--- src/bss_params.svh ---
// Purpose: constants of the boot source selector
// Assumes: included by its bare name; definitions only
// Notes:   offsets are byte addresses on the register bus
//
// Behaviour
// - after any reset instruction fetch starts in the internal boot ROM, and this block tells that code what to load.
// - the boot ROM window that holds the reset code is 64 kilobytes.
// - an unprogrammed or all-zero boot source code hands the choice to the four strap pins.
// - strap levels are those held at reset, and later pin changes leave the choice alone.
// - strap code is boot_pin_3 down to boot_pin_0, high is one, and straps 0000 to 1000 equal fuse codes 0001 to 1001.
// - fuse 0001 or strap 0000 boots from serial port zero.
// - fuse 0010 boots from quad serial flash on the quad flash port.
// - fuse 0011, 0100 and 0101 boot from static memory on chip select zero with 8, 16 and 32 data bits.
// - fuse 0110 and 0111 boot from usb port zero and one, and 1000 from serial flash on sync serial port zero.
// - fuse 1001 or strap 1000 boots from serial port three.
// - at reset the pin functions for the chosen serial flash path are set, differently for quad flash and sync serial.
`ifndef BSS_PARAMS_SVH
`define BSS_PARAMS_SVH

// --------------------------------------------------------------------------
// boot source codes (fuse encoding)
// --------------------------------------------------------------------------
`define BSS_SRC_NONE     4'h0
`define BSS_SRC_SER0     4'h1
`define BSS_SRC_QFLASH   4'h2
`define BSS_SRC_SMEM8    4'h3
`define BSS_SRC_SMEM16   4'h4
`define BSS_SRC_SMEM32   4'h5
`define BSS_SRC_USB_PORT_ZERO     4'h6
`define BSS_SRC_USB_PORT_ONE     4'h7
`define BSS_SRC_SSPFL    4'h8
`define BSS_SRC_SER3     4'h9
`define BSS_STRAP_MAX    4'h8
`define BSS_NUM_SRC      9

// --------------------------------------------------------------------------
// boot rom window
// --------------------------------------------------------------------------
`define BSS_ROM_KBYTES   64
`define BSS_ROM_BYTES    (`BSS_ROM_KBYTES * 1024)

// --------------------------------------------------------------------------
// pin function codes for the serial flash pin group
// --------------------------------------------------------------------------
`define BSS_PF_GPIO      3'h0
`define BSS_PF_QFLASH    3'h3
`define BSS_PF_SSP       3'h5
`define BSS_SSP_PIN_MASK 6'h39

// --------------------------------------------------------------------------
// register map
// --------------------------------------------------------------------------
`define BSS_OFF_CTRL     5'h00
`define BSS_OFF_STATUS   5'h04
`define BSS_OFF_CODES    5'h08
`define BSS_OFF_PINFUNC  5'h0C
`define BSS_OFF_ROMSIZE  5'h10
`define BSS_CTRL_RELEASE 0
`define BSS_CTRL_PINEN   1
`define BSS_CTRL_RST     2'h2

`endif

--- src/bss_pkg.sv ---
// Purpose: types and shared decoding of the boot source selector
// Assumes: bss_params.svh on the include path
// Notes:   none
`include "bss_params.svh"

package bss_pkg;

   typedef enum logic [1:0] {ST_CAPTURE, ST_DECIDE, ST_BOOT, ST_RUN} bss_state_t;

   typedef struct packed {
      bss_state_t  st;
      logic        prog;
      logic [3:0]  fuse;
      logic [3:0]  code;
      logic        strap_mode;
      logic        valid;
      logic [1:0]  ctrl;
      logic        a_sel;
      logic        a_wr;
      logic [4:0]  a_addr;
      logic [31:0] rdata;
   } bss_top_st_t;

   // fuse code wins unless unprogrammed or zero; straps 0 to 8 shift up by one, higher straps give none
   function automatic logic [3:0] bss_norm_code(input logic prog, input logic [3:0] fuse,
                                                input logic [3:0] strap);
      logic [3:0] c;
      c = fuse;
      if (!prog || fuse == `BSS_SRC_NONE)
      begin
         c = (strap <= `BSS_STRAP_MAX) ? 4'(strap + 4'h1) : `BSS_SRC_NONE;
      end
      return c;
   endfunction : bss_norm_code

   function automatic logic bss_code_ok(input logic [3:0] c);
      return (c >= `BSS_SRC_SER0) && (c <= `BSS_SRC_SER3);
   endfunction : bss_code_ok

endpackage : bss_pkg

--- src/bss_strap_latch.sv ---
// Purpose: catch the boot strap pins once after reset release
// Assumes: pins synchronous to hclk and stable around reset release
// Notes:   capture happens at the first edge after release only
`timescale 1ns/1ns
`default_nettype none

module bss_strap_latch
   import bss_pkg::*;
(
   input  wire logic       hclk,
   input  wire logic       hresetn,
   input  wire logic [3:0] boot_pin,
   output logic [3:0]      strap_code,
   output logic            strap_done
);

   typedef struct packed {
      logic       done;
      logic [3:0] code;
   } bss_latch_st_t;

   bss_latch_st_t s_r;
   bss_latch_st_t s_nxt;

   always_comb
   begin
      s_nxt = s_r;
      if (!s_r.done)
      begin
         s_nxt.code = boot_pin;
         s_nxt.done = 1'b1;
      end
   end

   // constant under reset; later pin moves never reach the code
   always_ff @(posedge hclk or negedge hresetn)
   begin
      if (!hresetn)
      begin
         s_r <= '0;
      end
      else
      begin
         s_r <= s_nxt;
      end
   end

   assign strap_code = s_r.code;
   assign strap_done = s_r.done;

endmodule : bss_strap_latch

`default_nettype wire

--- src/bss_pin_cfg.sv ---
// Purpose: pin function assignment for the serial flash boot paths
// Assumes: code is final in the cycle in which apply is high
// Notes:   pins not used by the chosen path keep the gpio function
`timescale 1ns/1ns
`default_nettype none

module bss_pin_cfg
   import bss_pkg::*;
#(
   parameter int N_PINS = 6,
   parameter int FW     = 3
)
(
   input  wire logic                  hclk,
   input  wire logic                  hresetn,
   input  wire logic                  apply,
   input  wire logic [3:0]            code,
   output logic [N_PINS*FW-1:0]       pin_func,
   output logic [N_PINS-1:0]          pin_ovr
);

   generate
      if (N_PINS != 6 || FW != 3)
      begin : g_chk
         $error("bss_pin_cfg serves exactly six pins of three-bit function");
      end
   endgenerate

   typedef struct packed {
      logic [N_PINS*FW-1:0] func;
      logic [N_PINS-1:0]    ovr;
   } bss_pin_st_t;

   localparam logic [5:0] SSP_MASK = `BSS_SSP_PIN_MASK;

   bss_pin_st_t s_r;
   bss_pin_st_t s_nxt;

   always_comb
   begin
      s_nxt = s_r;
      if (apply)
      begin
         s_nxt.func = '0;
         s_nxt.ovr  = '0;
         for (int i = 0; i < N_PINS; i++)
         begin
            if (code == `BSS_SRC_QFLASH)
            begin
               s_nxt.func[i*FW +: FW] = `BSS_PF_QFLASH;
               s_nxt.ovr[i]           = 1'b1;
            end
            else if (code == `BSS_SRC_SSPFL && SSP_MASK[i])
            begin
               s_nxt.func[i*FW +: FW] = `BSS_PF_SSP;
               s_nxt.ovr[i]           = 1'b1;
            end
            else
            begin
               s_nxt.func[i*FW +: FW] = `BSS_PF_GPIO;
            end
         end
      end
   end

   always_ff @(posedge hclk or negedge hresetn)
   begin
      if (!hresetn)
      begin
         s_r <= '0;
      end
      else
      begin
         s_r <= s_nxt;
      end
   end

   assign pin_func = s_r.func;
   assign pin_ovr  = s_r.ovr;

endmodule : bss_pin_cfg

`default_nettype wire

--- src/bss_top.sv ---
// Purpose: boot source selector with AHB-Lite status and control
// Assumes: fuse inputs valid from reset release; single slave on its bus
// Notes:   zero wait states; read data registered in the data phase
//
// Decided for this implementation: the AHB-Lite interface to the registers and the register offsets.
`timescale 1ns/1ns
`default_nettype none

module bss_top
   import bss_pkg::*;
#(
   parameter logic [31:0] ROM_BASE = 32'h0000_0000
)
(
   input  wire logic        hclk,
   input  wire logic        hresetn,
   // ahb-lite slave
   input  wire logic        hsel,
   input  wire logic [31:0] haddr,
   input  wire logic [1:0]  htrans,
   input  wire logic        hwrite,
   input  wire logic [2:0]  hsize,
   input  wire logic        hready,
   input  wire logic [31:0] hwdata,
   output logic [31:0]      hrdata,
   output logic             hreadyout,
   output logic             hresp,
   // fuses and straps
   input  wire logic        otp_programmed,
   input  wire logic [3:0]  boot_source_code,
   input  wire logic        boot_pin_3,
   input  wire logic        boot_pin_2,
   input  wire logic        boot_pin_1,
   input  wire logic        boot_pin_0,
   // boot rom fetch
   output logic             rom_fetch,
   output logic [31:0]      rom_base,
   output logic [31:0]      rom_mask,
   // selection result
   output logic             sel_done,
   output logic             sel_valid,
   output logic             sel_invalid,
   output logic             sel_strap_mode,
   output logic [3:0]       sel_code,
   output logic             serial_port_zero_boot,
   output logic             quad_flash_port_boot,
   output logic             static_memory_port_boot,
   output logic [1:0]       static_memory_width,
   output logic             usb_port_zero_boot,
   output logic             usb_port_one_boot,
   output logic             sync_serial_port_zero_boot,
   output logic             serial_port_three_boot,
   // serial flash pin group
   output logic [17:0]      flash_pin_func,
   output logic [5:0]       flash_pin_ovr
);

   localparam logic [31:0] ROM_BYTES = 32'(`BSS_ROM_BYTES);

   // -----------------------------------------------------------------------
   // strap capture and pin function
   // -----------------------------------------------------------------------
   logic [3:0]  strap_code;
   logic        strap_done;
   logic        pin_apply;
   logic [17:0] pin_func;
   logic [5:0]  pin_ovr;
   logic [3:0]  dec_code;

   bss_top_st_t s_r;
   bss_top_st_t s_nxt;

   bss_strap_latch u_strap
   (
      .hclk       (hclk),
      .hresetn    (hresetn),
      .boot_pin   ({boot_pin_3, boot_pin_2, boot_pin_1, boot_pin_0}),
      .strap_code (strap_code),
      .strap_done (strap_done)
   );

   // the code being decided, so pin functions land on the same edge as the choice
   assign dec_code = bss_norm_code(s_r.prog, s_r.fuse, strap_code);

   // applied once per reset, when the choice is made
   assign pin_apply = (s_r.st == ST_DECIDE) && s_r.ctrl[`BSS_CTRL_PINEN];

   bss_pin_cfg #(
      .N_PINS (6),
      .FW     (3)
   ) u_pin
   (
      .hclk     (hclk),
      .hresetn  (hresetn),
      .apply    (pin_apply),
      .code     (dec_code),
      .pin_func (pin_func),
      .pin_ovr  (pin_ovr)
   );

   // -----------------------------------------------------------------------
   // register read mux
   // -----------------------------------------------------------------------
   function automatic logic [31:0] rd_word(input logic [4:0] a, input bss_top_st_t s,
                                           input logic [3:0] sc, input logic [17:0] pf);
      logic [31:0] w;
      w = 32'h0000_0000;
      case (a)
         `BSS_OFF_CTRL:    w = {30'h0, s.ctrl};
         `BSS_OFF_STATUS:  w = {23'h0, s.code, (s.st == ST_BOOT), s.strap_mode,
                                (s.st != ST_CAPTURE && s.st != ST_DECIDE) && !s.valid,
                                s.valid, (s.st == ST_BOOT || s.st == ST_RUN)};
         `BSS_OFF_CODES:   w = {23'h0, s.prog, sc, s.fuse};
         `BSS_OFF_PINFUNC: w = {14'h0, pf};
         `BSS_OFF_ROMSIZE: w = ROM_BYTES;
         default:          w = 32'h0000_0000;
      endcase
      return w;
   endfunction : rd_word

   // -----------------------------------------------------------------------
   // state update
   // -----------------------------------------------------------------------
   always_comb
   begin
      s_nxt = s_r;
      case (s_r.st)
         ST_CAPTURE:
         begin
            s_nxt.prog = otp_programmed;
            s_nxt.fuse = boot_source_code;
            if (strap_done)
            begin
               s_nxt.st = ST_DECIDE;
            end
         end
         ST_DECIDE:
         begin
            s_nxt.code       = dec_code;
            s_nxt.strap_mode = !s_r.prog || s_r.fuse == `BSS_SRC_NONE;
            s_nxt.valid      = bss_code_ok(dec_code);
            s_nxt.st         = ST_BOOT;
         end
         ST_BOOT:
         begin
            if (s_r.ctrl[`BSS_CTRL_RELEASE])
            begin
               s_nxt.st = ST_RUN;
            end
         end
         ST_RUN:
         begin
            s_nxt.st = ST_RUN;
         end
         default:
         begin
            s_nxt.st = ST_CAPTURE;
         end
      endcase

      // data phase of a write
      if (s_r.a_sel && s_r.a_wr && s_r.a_addr == `BSS_OFF_CTRL)
      begin
         s_nxt.ctrl = hwdata[1:0];
      end

      // address phase
      s_nxt.a_sel = 1'b0;
      if (hready)
      begin
         s_nxt.a_sel  = hsel && htrans[1];
         s_nxt.a_wr   = hwrite;
         s_nxt.a_addr = haddr[4:0] & 5'h1C;
         if (hsel && htrans[1] && !hwrite)
         begin
            s_nxt.rdata = (haddr[31:5] == 27'h0) ?
                          rd_word(haddr[4:0] & 5'h1C, s_r, strap_code, pin_func) : 32'h0000_0000;
         end
      end
      // unmapped high addresses must not alias onto the control word
      if (hready && haddr[31:5] != 27'h0)
      begin
         s_nxt.a_addr = 5'h1C;
      end
   end

   // hsize is always a word here; narrower writes are taken as whole words
   always_ff @(posedge hclk or negedge hresetn)
   begin
      if (!hresetn)
      begin
         s_r      <= '0;
         s_r.st   <= ST_CAPTURE;
         s_r.ctrl <= `BSS_CTRL_RST;
      end
      else
      begin
         s_r <= s_nxt;
      end
   end

   // -----------------------------------------------------------------------
   // outputs
   // -----------------------------------------------------------------------
   assign hrdata    = s_r.rdata;
   assign hreadyout = 1'b1;
   assign hresp     = 1'b0;

   // fetch stays in the rom until software releases it
   assign rom_fetch = (s_r.st != ST_RUN);
   assign rom_base  = ROM_BASE;
   assign rom_mask  = ROM_BYTES - 32'h0000_0001;

   assign sel_done       = (s_r.st == ST_BOOT) || (s_r.st == ST_RUN);
   assign sel_valid      = sel_done && s_r.valid;
   assign sel_invalid    = sel_done && !s_r.valid;
   assign sel_strap_mode = s_r.strap_mode;
   assign sel_code       = s_r.code;

   assign serial_port_zero_boot      = sel_valid && s_r.code == `BSS_SRC_SER0;
   assign quad_flash_port_boot       = sel_valid && s_r.code == `BSS_SRC_QFLASH;
   assign static_memory_port_boot    = sel_valid && (s_r.code == `BSS_SRC_SMEM8 ||
                                                     s_r.code == `BSS_SRC_SMEM16 ||
                                                     s_r.code == `BSS_SRC_SMEM32);
   // 0: 8 bits, 1: 16 bits, 2: 32 bits
   assign static_memory_width        = !static_memory_port_boot ? 2'h0 :
                                       2'(s_r.code - `BSS_SRC_SMEM8);
   assign usb_port_zero_boot         = sel_valid && s_r.code == `BSS_SRC_USB_PORT_ZERO;
   assign usb_port_one_boot          = sel_valid && s_r.code == `BSS_SRC_USB_PORT_ONE;
   assign sync_serial_port_zero_boot = sel_valid && s_r.code == `BSS_SRC_SSPFL;
   assign serial_port_three_boot     = sel_valid && s_r.code == `BSS_SRC_SER3;

   assign flash_pin_func = pin_func;
   assign flash_pin_ovr  = pin_ovr;

endmodule : bss_top

`default_nettype wire

--- config.mk ---
export PLATFORM = sky130hd
export DESIGN_NAME = bss_top
export DESIGN_NICKNAME = d
export VERILOG_FILES = /design/src/bss_pkg.sv /design/src/bss_strap_latch.sv /design/src/bss_pin_cfg.sv /design/src/bss_top.sv
export VERILOG_INCLUDE_DIRS = /design/src
export SDC_FILE = /design/constraint.sdc
export NUM_CORES = 1
export LEC_CHECK = 0
export ABC_AREA = 1
export BUFFER_PORTS_ARGS = -buffer_cell sky130_fd_sc_hd__buf_2
export CORE_MARGIN = 8
export CORE_UTILIZATION = 40
export CTS_BUF_LIST = sky130_fd_sc_hd__clkbuf_16
export CTS_CLUSTER_SIZE = 14
export DETAILED_ROUTE_END_ITERATION = 7
export PLACE_DENSITY_LB_ADDON = 0.2
export SLEW_MARGIN = 10
export SYNTH_ARGS = -nofsm -noshare
export SYNTH_HDL_FRONTEND = slang
export SYNTH_SLANG_ARGS = --single-unit
--- constraint.sdc ---
create_clock -name hclk -period 2.1 [get_ports hclk]
set_clock_uncertainty 0.2 [all_clocks]
set_input_delay 0.105 -clock hclk [delete_from_list [all_inputs] [get_ports hclk]]
set_output_delay 0.105 -clock hclk [all_outputs]
set_load 0.02 [all_outputs]
# Word-level counts from Yosys, hierarchy flattened

Cells that the tools add are included.

Register bits after elaboration: 81

Reductions and logical operators: 35
Eq/ne operators: 22
Add/subtract/negate cells: 2
Mux-type cells: 17
Order comparisons: 3

Operators with widths:

| kind                                                                                 | count |
|---|---|
| 18-bit case mux with 5 select lines                                                  | 1 |
| 32-bit two-way mux                                                                   | 2 |
| 39-bit two-way mux                                                                   | 1 |
| 27-bit logical NOT                                                                   | 1 |
| 27-bit nonzero test                                                                  | 1 |
| 1-bit logical AND                                                                    | 18 |
| 4-bit by 3-bit equality test with 1-bit output (second input constant)               | 4 |
| 4-bit by 2-bit equality test with 1-bit output (second input constant)               | 3 |
| 4-bit equality test (second input constant)                                          | 3 |
| 5-bit logical NOT                                                                    | 2 |
| 4-bit less-or-equal comparator (second input constant)                               | 2 |
| 2-bit two-way mux                                                                    | 4 |
| 4-bit two-way mux                                                                    | 2 |
| 2-bit case mux with 4 select lines                                                   | 1 |
| 3-bit by 2-bit equality test with 1-bit output (second input constant)               | 2 |
| 3-bit two-way mux                                                                    | 2 |
| 5-bit two-way mux                                                                    | 1 |
| 4-bit by 1-bit adder with 4-bit output (second input constant)                       | 1 |
| 2-bit equality test (second input constant)                                          | 2 |
| 4-bit by 1-bit equality test with 1-bit output (second input constant)               | 1 |
| 4-bit by 1-bit greater-or-equal comparator with 1-bit output (second input constant) | 1 |
| 4-bit logical NOT                                                                    | 1 |
| 1-bit logical OR                                                                     | 4 |
| 2-bit by 1-bit inequality test with 1-bit output (second input constant)             | 2 |
| other kinds (10)                                                                     | 17 |

# Depth between registers and ports, before layout

Gate-level depths: netlist of run 1.

Depth in word-level cells: 8
Depth in mapped cells: 12
Gate-level depth less buffers: 12

# By module

From an unflattened synthesis of run 1, not the netlist that was laid out.

Cell total of the unflattened synthesis: 466
Area, all modules: 3,452.1 µm²

Modules (own cells, without submodules):

| module          | instances | seq. area each (µm²) | cells each | area an instance (µm²) |
|---|---|---|---|---|
| bss_top         | 1         | 952.2                | 408        | 2,974.1 |
| bss_pin_cfg     | 1         | 75.1                 | 39         | 300.3 |
| bss_strap_latch | 1         | 125.1                | 19         | 177.7 |

# Worst setup path after synthesis of run 1

Ideal clock, no wire load.

Path type: flip-flop to output port
From: reg s_r (netlist bit sel_code[0])
To: out static_memory_width[0]
Buffers on the path: 0
Arrival: 1.525 ns
Stages on the path, launching flop included: 7
Setup slack: 0.270 ns
Required time: 1.795 ns
Cells stage by stage: dfrtp_1 inv_1 ha_1 o21ai_0 a21oi_1 inv_1 nor2_1

Word-level cells in the longest chain between the ends: 5
Elaborated cells between the ends (all ways): 8
Classes of those cells: add/sub (1); eq/ne (3); mux (1); reduce/logical (3)

RTL lines:

| item                                                                                                                       | line           | text |
|---|---|---|
| start, declared                                                                                                            | bss_top.sv:70  | `bss_top_st_t s_r;` |
| start signal, assigned                                                                                                     | bss_top.sv:198 | `s_r <= s_nxt;` |
| 4-bit by 2-bit equality test with 1-bit output (no line) or 4-bit by 3-bit equality test with 1-bit output (tied branches) | n/a            |  |
| 1-bit logical OR (no line)                                                                                                 | n/a            |  |
| 1-bit logical OR (no line) *                                                                                               | n/a            |  |
| 1-bit logical AND *                                                                                                        | bss_top.sv:222 | `` assign static_memory_port_boot = sel_valid && (s_r.code == `BSS_SRC_SMEM8 \|\| `` |
| named net static_memory_port_boot                                                                                          | bss_top.sv:47  | `output logic static_memory_port_boot,` |
| 2-bit two-way mux *                                                                                                        | bss_top.sv:226 | `assign static_memory_width = !static_memory_port_boot ? 2'h0 :` |
| end, declared                                                                                                              | bss_top.sv:48  | `output logic [1:0] static_memory_width,` |

The timed path passes the listed nets; every way through them passes the cells marked *.

==> impl_metrics.yaml, run 1 <==
hold_path:
  min_path_type: "in2reg"
placement:
  place_congestion: 0.866
  dp_hpwl_um: 6280
  dp.cells: 587
  io_buffers: 104
  post-place-ws_ns: 0.344
layout:
  finalNetCount: 601
  fillerInstances: 805
  synthToLayoutAreaGrowth_pct: 11.0
  stdcell_count: 615
  multiInputGateArea_um2: 1310
  seqCellArea_um2: 1030
  post_route_cells_drive_above_1_share: 0.242
  final_util: 0.460
  diodes: 0
drt:
  first_iter_violations: 117
  drt-met1-wl_um: 3080
  dr_wl_met2_um: 3630
  highest_layer: "met4"
  firstDrtPassIters: 4
  wl_per_cell_um: 12.2
  drc: 0
  route.met3.wl_um: 670
  antenna_left: 0
  wl_um: 7510
  drt-vias-per-instance: 4.15
  via_count: 2551
cts:
  cts_made_buffers: 5
  tritoncts: "yes"
  cts_setup_buffers: 0
  cts_root_buf: "clkbuf_16"
  clk_path_buf_depth: 2
  clk_pin_slew_ns: 0.05
  htree_levels: 2
  cts_sinks: 41
  insertion_delay_ns: 0.28
setup_path:
  cp-start-kind: "input pin"
  critical_path.max_stage_delay_ns: 0.55
  cp.required_ns: 2.05
  crit_path_max_fanout: 8
  critPathCaptureType: "register"
  cp_cell_sequence: "dlygate4sd3_1 -> buf_6 -> nand2_1 -> dlygate4sd3_1 -> nand2_1 -> dlygate4sd3_1"
  crit_type: "in2reg"
  path_buf_inv: 4
  arrival_ns: 2.00
  cp_common_cell: "dlygate4sd3_1"
  cpLargestDelayFamily: "buffers and inverters"
  critPathSlowestCell: "dlygate4sd3_1"
global_route:
  first_global_vias: 2675
  antenna_found_initial: 0
  grt_max_degree: 25
  grt_pass1_wl_um: 12500
  grt_overflow: 0
  grt_usage: 0.133
sta:
  finalSetupTns_ns: 0
  drv_slew: 0
  finalHoldViolations: 0
  worst_pin_slew_ns: 0.522
  relSlewSlack: 0.650
  timing.final.crit_share: 0.975
  max_freq_mhz: 488
  finalSetupViolCount: 0
  setup_ws_ns: 0.0525
  period_minus_slack_ns: 2.05
  rsz0062_at_grt: "false"
synth:
  syn_area_um2: 3200
  synthCells: 428
  syn_area_per_cell_um2: 7.48
  ys_ff_latch: 41
  synth-seq-area-share: 0.321
  synthDistinctLibCells: 26
  ys_warn_count: 0
flow_run:
  max_cap_viol_count: 0
outcome:
  status: "finished, final reports clean"
pwr:
  pwr_density_cell_nw_per_um2: 673
  p_leak_nw: 2.01
  vdd_ir_drop_max_v: 0.000385
die:
  die_h_um: 105
  boundaryPins: 223
  num_rows: 32
  start_util: 0.415
  fp.dieW_um: 105
  die-area_um2: 11100
  core_um2: 7730
-- cell usage after synthesis --
cell type / instances / share of area
buf_4: 124 / 0.29
nand4_1: 2 / 0.0039
nand3_1: 23 / 0.036
mux2_2: 1 / 0.0035
o211ai_1: 6 / 0.014
o21a_1: 1 / 0.0023
nor2_2: 1 / 0.0020
nor3_1: 9 / 0.014
dfrtp_1: 40 / 0.31
buf_2: 2 / 0.0031
nand2_1: 78 / 0.091
inv_1: 48 / 0.056
o22ai_1: 3 / 0.0059
o21ai_0: 16 / 0.025
nor3_2: 1 / 0.0031
nor4_4: 1 / 0.0066
a21oi_1: 8 / 0.013
conb_1: 2 / 0.0023
clkbuf_1: 3 / 0.0035
o21ai_2: 5 / 0.014
dfstp_2: 1 / 0.0082
a31oi_1: 4 / 0.0078
nor2_1: 39 / 0.046
inv_4: 1 / 0.0020
buf_6: 3 / 0.011
ha_1: 6 / 0.023
-- layout by cell type (no fill, tap or decap) --
master           n
ha_1             6
o211ai_1         6
nand4_1          2
inv_1           51
a31oi_1          4
a21oi_1          8
o21ai_0         16
nor4_4           1
clkbuf_16        5
dlygate4sd3_1   20
conb_1          83
dfrtp_1         40
buf_2          103
nor3_2           1
o22ai_1          3
o21a_1           1
buf_6            1
nand2_1         78
inv_4            1
o21ai_2          5
nand3_1         23
buf_12           1
nor2_2           1
dfstp_2          1
buf_4            3
mux2_2           1
nor3_1           9
nor2_1          39
-- metrics by stage --
stage	area (um2)	hold WS (ns)	total power, mW
global route	3550	0.0469	2.55
finish	3550	0.0140	2.39
global placement	3210	-0.103	1.66
floorplan	3510	-0.391	1.64
detailed placement	3210	-0.103	1.68
CTS	3550	0.00166	2.41
-- layer usage --
layer  global-route usage  vias to the layer above
met5                    0                        -
li1                     -                     1293
met1                0.151                     1136
met3               0.0463                       13
met2                0.227                      109
met4               0.0418                        0
-- sequential cells by signal (all words and copies together), names as in the netlist --
signal and flops:
u_strap.strap_done 1, sel_code 4, u_pin.pin_func 2, s_r 15
sel_strap_mode 1, u_pin.pin_ovr 1, hrdata 13, u_strap.strap_code 4
-- cell families (layout without fill, tap and decap cells) --
logic type / count (synthesis) / count (layout) / synth area share
and+or+nand+nor: 154 / 154 / 0.203
other: 2 / 83 / 0.00234
muxes: 1 / 1 / 0.00352
buffers and inverters: 181 / 185 / 0.366
adders and majority gates: 6 / 6 / 0.0234
DFF: 41 / 41 / 0.321
AOI/OAI and AO/OA: 43 / 43 / 0.0813
-- area by class of cell --
class	instances	share of cell area
clock inverters	3	0.00317
inverters	49	0.0524
flip-flops and latches	41	0.289
clock buffers	5	0.0352
multi-input cells	287	0.368
well taps	102	0.0359
repair buffers	128	0.216
-- power by group --
group          switching (mW)  internal [mW]  total (mW)
logic                   0.526          0.225       0.752
registers              0.0786          0.862       0.941
clock network           0.273          0.427       0.700
-- worst paths after layout --
check / end / start / cells after the start / slack [ns]
worst max-delay path: s_r[37]$_DFFE_PN0P_ / hready / 6 / 0.05
worst min-delay path: s_r[36]$_DFFE_PN0P_ / haddr[4] / 3 / 0.01
worst max register to register: s_r[41]$_DFFE_PN0N_ / u_strap.strap_code[0]$_DFFE_PN0N_ / 12 / 0.35
worst min register to register: hrdata[7]$_DFFE_PN0P_ / hrdata[7]$_DFFE_PN0P_ / 2 / 0.32
max in group asynchronous: hrdata[6]$_DFFE_PN0P_ / hresetn / 3 / 1.10
min in group asynchronous: u_strap.strap_done$_DFF_PN0_ / hresetn / 2 / 0.12
-- worst min-delay path: stages --
cell	delay (ns)
buf_2	0.13
inv_1	0.11
a31oi_1	0.10
-- what timing repair did --
item	CTS	global route
endpoints found under the hold margin	57	0
setup endpoints to repair	0	1
hold buffers	20	0
resized for setup	0	3
Power figures use the tool's default switching activity.
==> run 2: changes to the inputs <==
Settings changed: CORE_UTILIZATION 40 to 42, RECOVER_POWER set to 25.
==> impl_metrics.yaml, run 2 (synthesis gave the netlist of run 1 again) <==
outcome:
  status: "finished, final reports clean"
placement:
  place_congestion: 0.857
  io_buffers: 104
  place_area_um2: 3210
  dp_hpwl_um: 6080
  dp.cells: 588
sta:
  finalSetupTns_ns: 0
  finalSetupViolCount: 0
  timing.final.crit_share: 0.906
  period_minus_slack_ns: 1.90
  relSlewSlack: 0.168
  rsz0062_at_grt: "false"
  holdWs_ns: 0.0816
  worst_pin_slew_ns: 1.25
  finalHoldViolations: 0
  drv_slew: 0
  max_freq_mhz: 525
cts:
  cts_sinks: 41
  cts_root_buf: "clkbuf_16"
  clk_path_buf_depth: 2
  cts_made_buffers: 5
  tritoncts: "yes"
  htree_levels: 2
  cts_setup_buffers: 0
  insertion_delay_ns: 0.28
  clk_pin_slew_ns: 0.06
flow_run:
  max_cap_viol_count: 0
drt:
  drt-vias-per-instance: 4.15
  first_iter_violations: 82
  drc: 0
  via_count: 2559
  firstDrtPassIters: 5
  antenna_left: 0
  wl_per_cell_um: 11.8
  wl_um: 7290
pwr:
  p_leak_nw: 1.97
  pwr_density_cell_nw_per_um2: 681
  vdd_ir_drop_max_v: 0.000394
setup_path:
  cp-start-kind: "register"
  timing.rr.start: "u_strap.strap_code[0]$_DFFE_PN0N_"
  arrival_ns: 1.60
  crit_type: "reg2out"
  startpoint: "sel_code[0]$_DFFE_PN0N_"
  cp.required_ns: 1.79
  crit_path_max_fanout: 7
  critPathCaptureType: "output port"
hold_path:
  hp-start: "haddr[2]"
  min_path_type: "in2reg"
global_route:
  grt_pass1_wl_um: 11100
  antenna_found_initial: 0
  grt_overflow: 0
  first_global_vias: 2514
  grt_usage: 0.133
  grt_max_degree: 25
die:
  boundaryPins: 223
  core_um2: 7570
  start_util: 0.423
  die-area_um2: 10700
  fp.dieW_um: 103
  num_rows: 32
  die_h_um: 103
layout:
  post_route_cells_drive_above_1_share: 0.228
  final_util: 0.467
  fillerInstances: 788
  design_area_um2: 3530
  diodes: 0
  finalNetCount: 602
  final_cell_mix: "buf_2 (95), conb_1 (83), nand2_1 (78), inv_1 (48), dfrtp_1 (40)"
  top_register: "s_r"
  stdcell_count: 616
  synthToLayoutAreaGrowth_pct: 10.3
  largest_register_ffs: 15
  final_common_cell: "buf_2"
[run 2: final cells by class]
type,count,area (um2),share of cell area
multi-input combinational,287,1310,0.370
sequential,41,1030,0.291
timing repair buffer,129,747,0.211
inverter,49,186,0.0528
tap,102,128,0.0361
clock buffer,5,125,0.0354
clock inverter,3,12.5,0.00354
[run 2: where the power goes]
| group | internal [mW] | switching, mW | total, mW |
|---|---|---|---|
| combinational | 0.221 | 0.521 | 0.742 |
| clock | 0.429 | 0.295 | 0.724 |
| sequential | 0.862 | 0.0774 | 0.939 |
[run 2: timing repair]
action | CTS | global route
hold buffers | 21 | 0
endpoints found under the hold margin | 37 | 0
endpoints found under the setup margin | 0 | 1
resized for setup | 0 | 2
[run 2: worst paths after layout]
| kind | endpoint | slack [ns] | cells after the start |
|---|---|---|---|
| max | static_memory_width[0] | 0.20 | 7 |
| max reg2reg | u_pin.pin_func[15]$_DFFE_PN0P_ | 0.34 | 11 |
| max in group asynchronous | s_r[35]$_DFFE_PN0P_ | 0.49 | 3 |
| min in group asynchronous | u_strap.strap_done$_DFF_PN0_ | 0.41 | 2 |
| min reg2reg | hrdata[0]$_DFFE_PN0P_ | 0.33 | 2 |
| min | hrdata[16]$_DFFE_PN0P_ | 0.08 | 6 |
[run 2: metal layers]
layer,GRT usage,up-vias,wire [um]
met1,0.162,1146,3050
met4,0.0523,0,144
li1,-,1296,-
met3,0.0315,11,675
met5,0,-,0
met2,0.221,106,3420
[run 2: critical path, cell delays in order, from the launching register on]
cell and delay, ns:
dfrtp_1 0.46, inv_1 0.10, ha_1 0.22, o21ai_0 0.15
a21oi_1 0.10, inv_1 0.08, nor2_1 0.04, buf_2 0.16
[run 2: metrics by stage]
stage	power (mW)	setup slack, ns
after floorplan	1.64	0.270
after global placement	1.66	0.404
after detailed placement	1.67	0.360
after CTS	2.43	0.0702
after global routing	2.56	0.0113
final	2.40	0.196
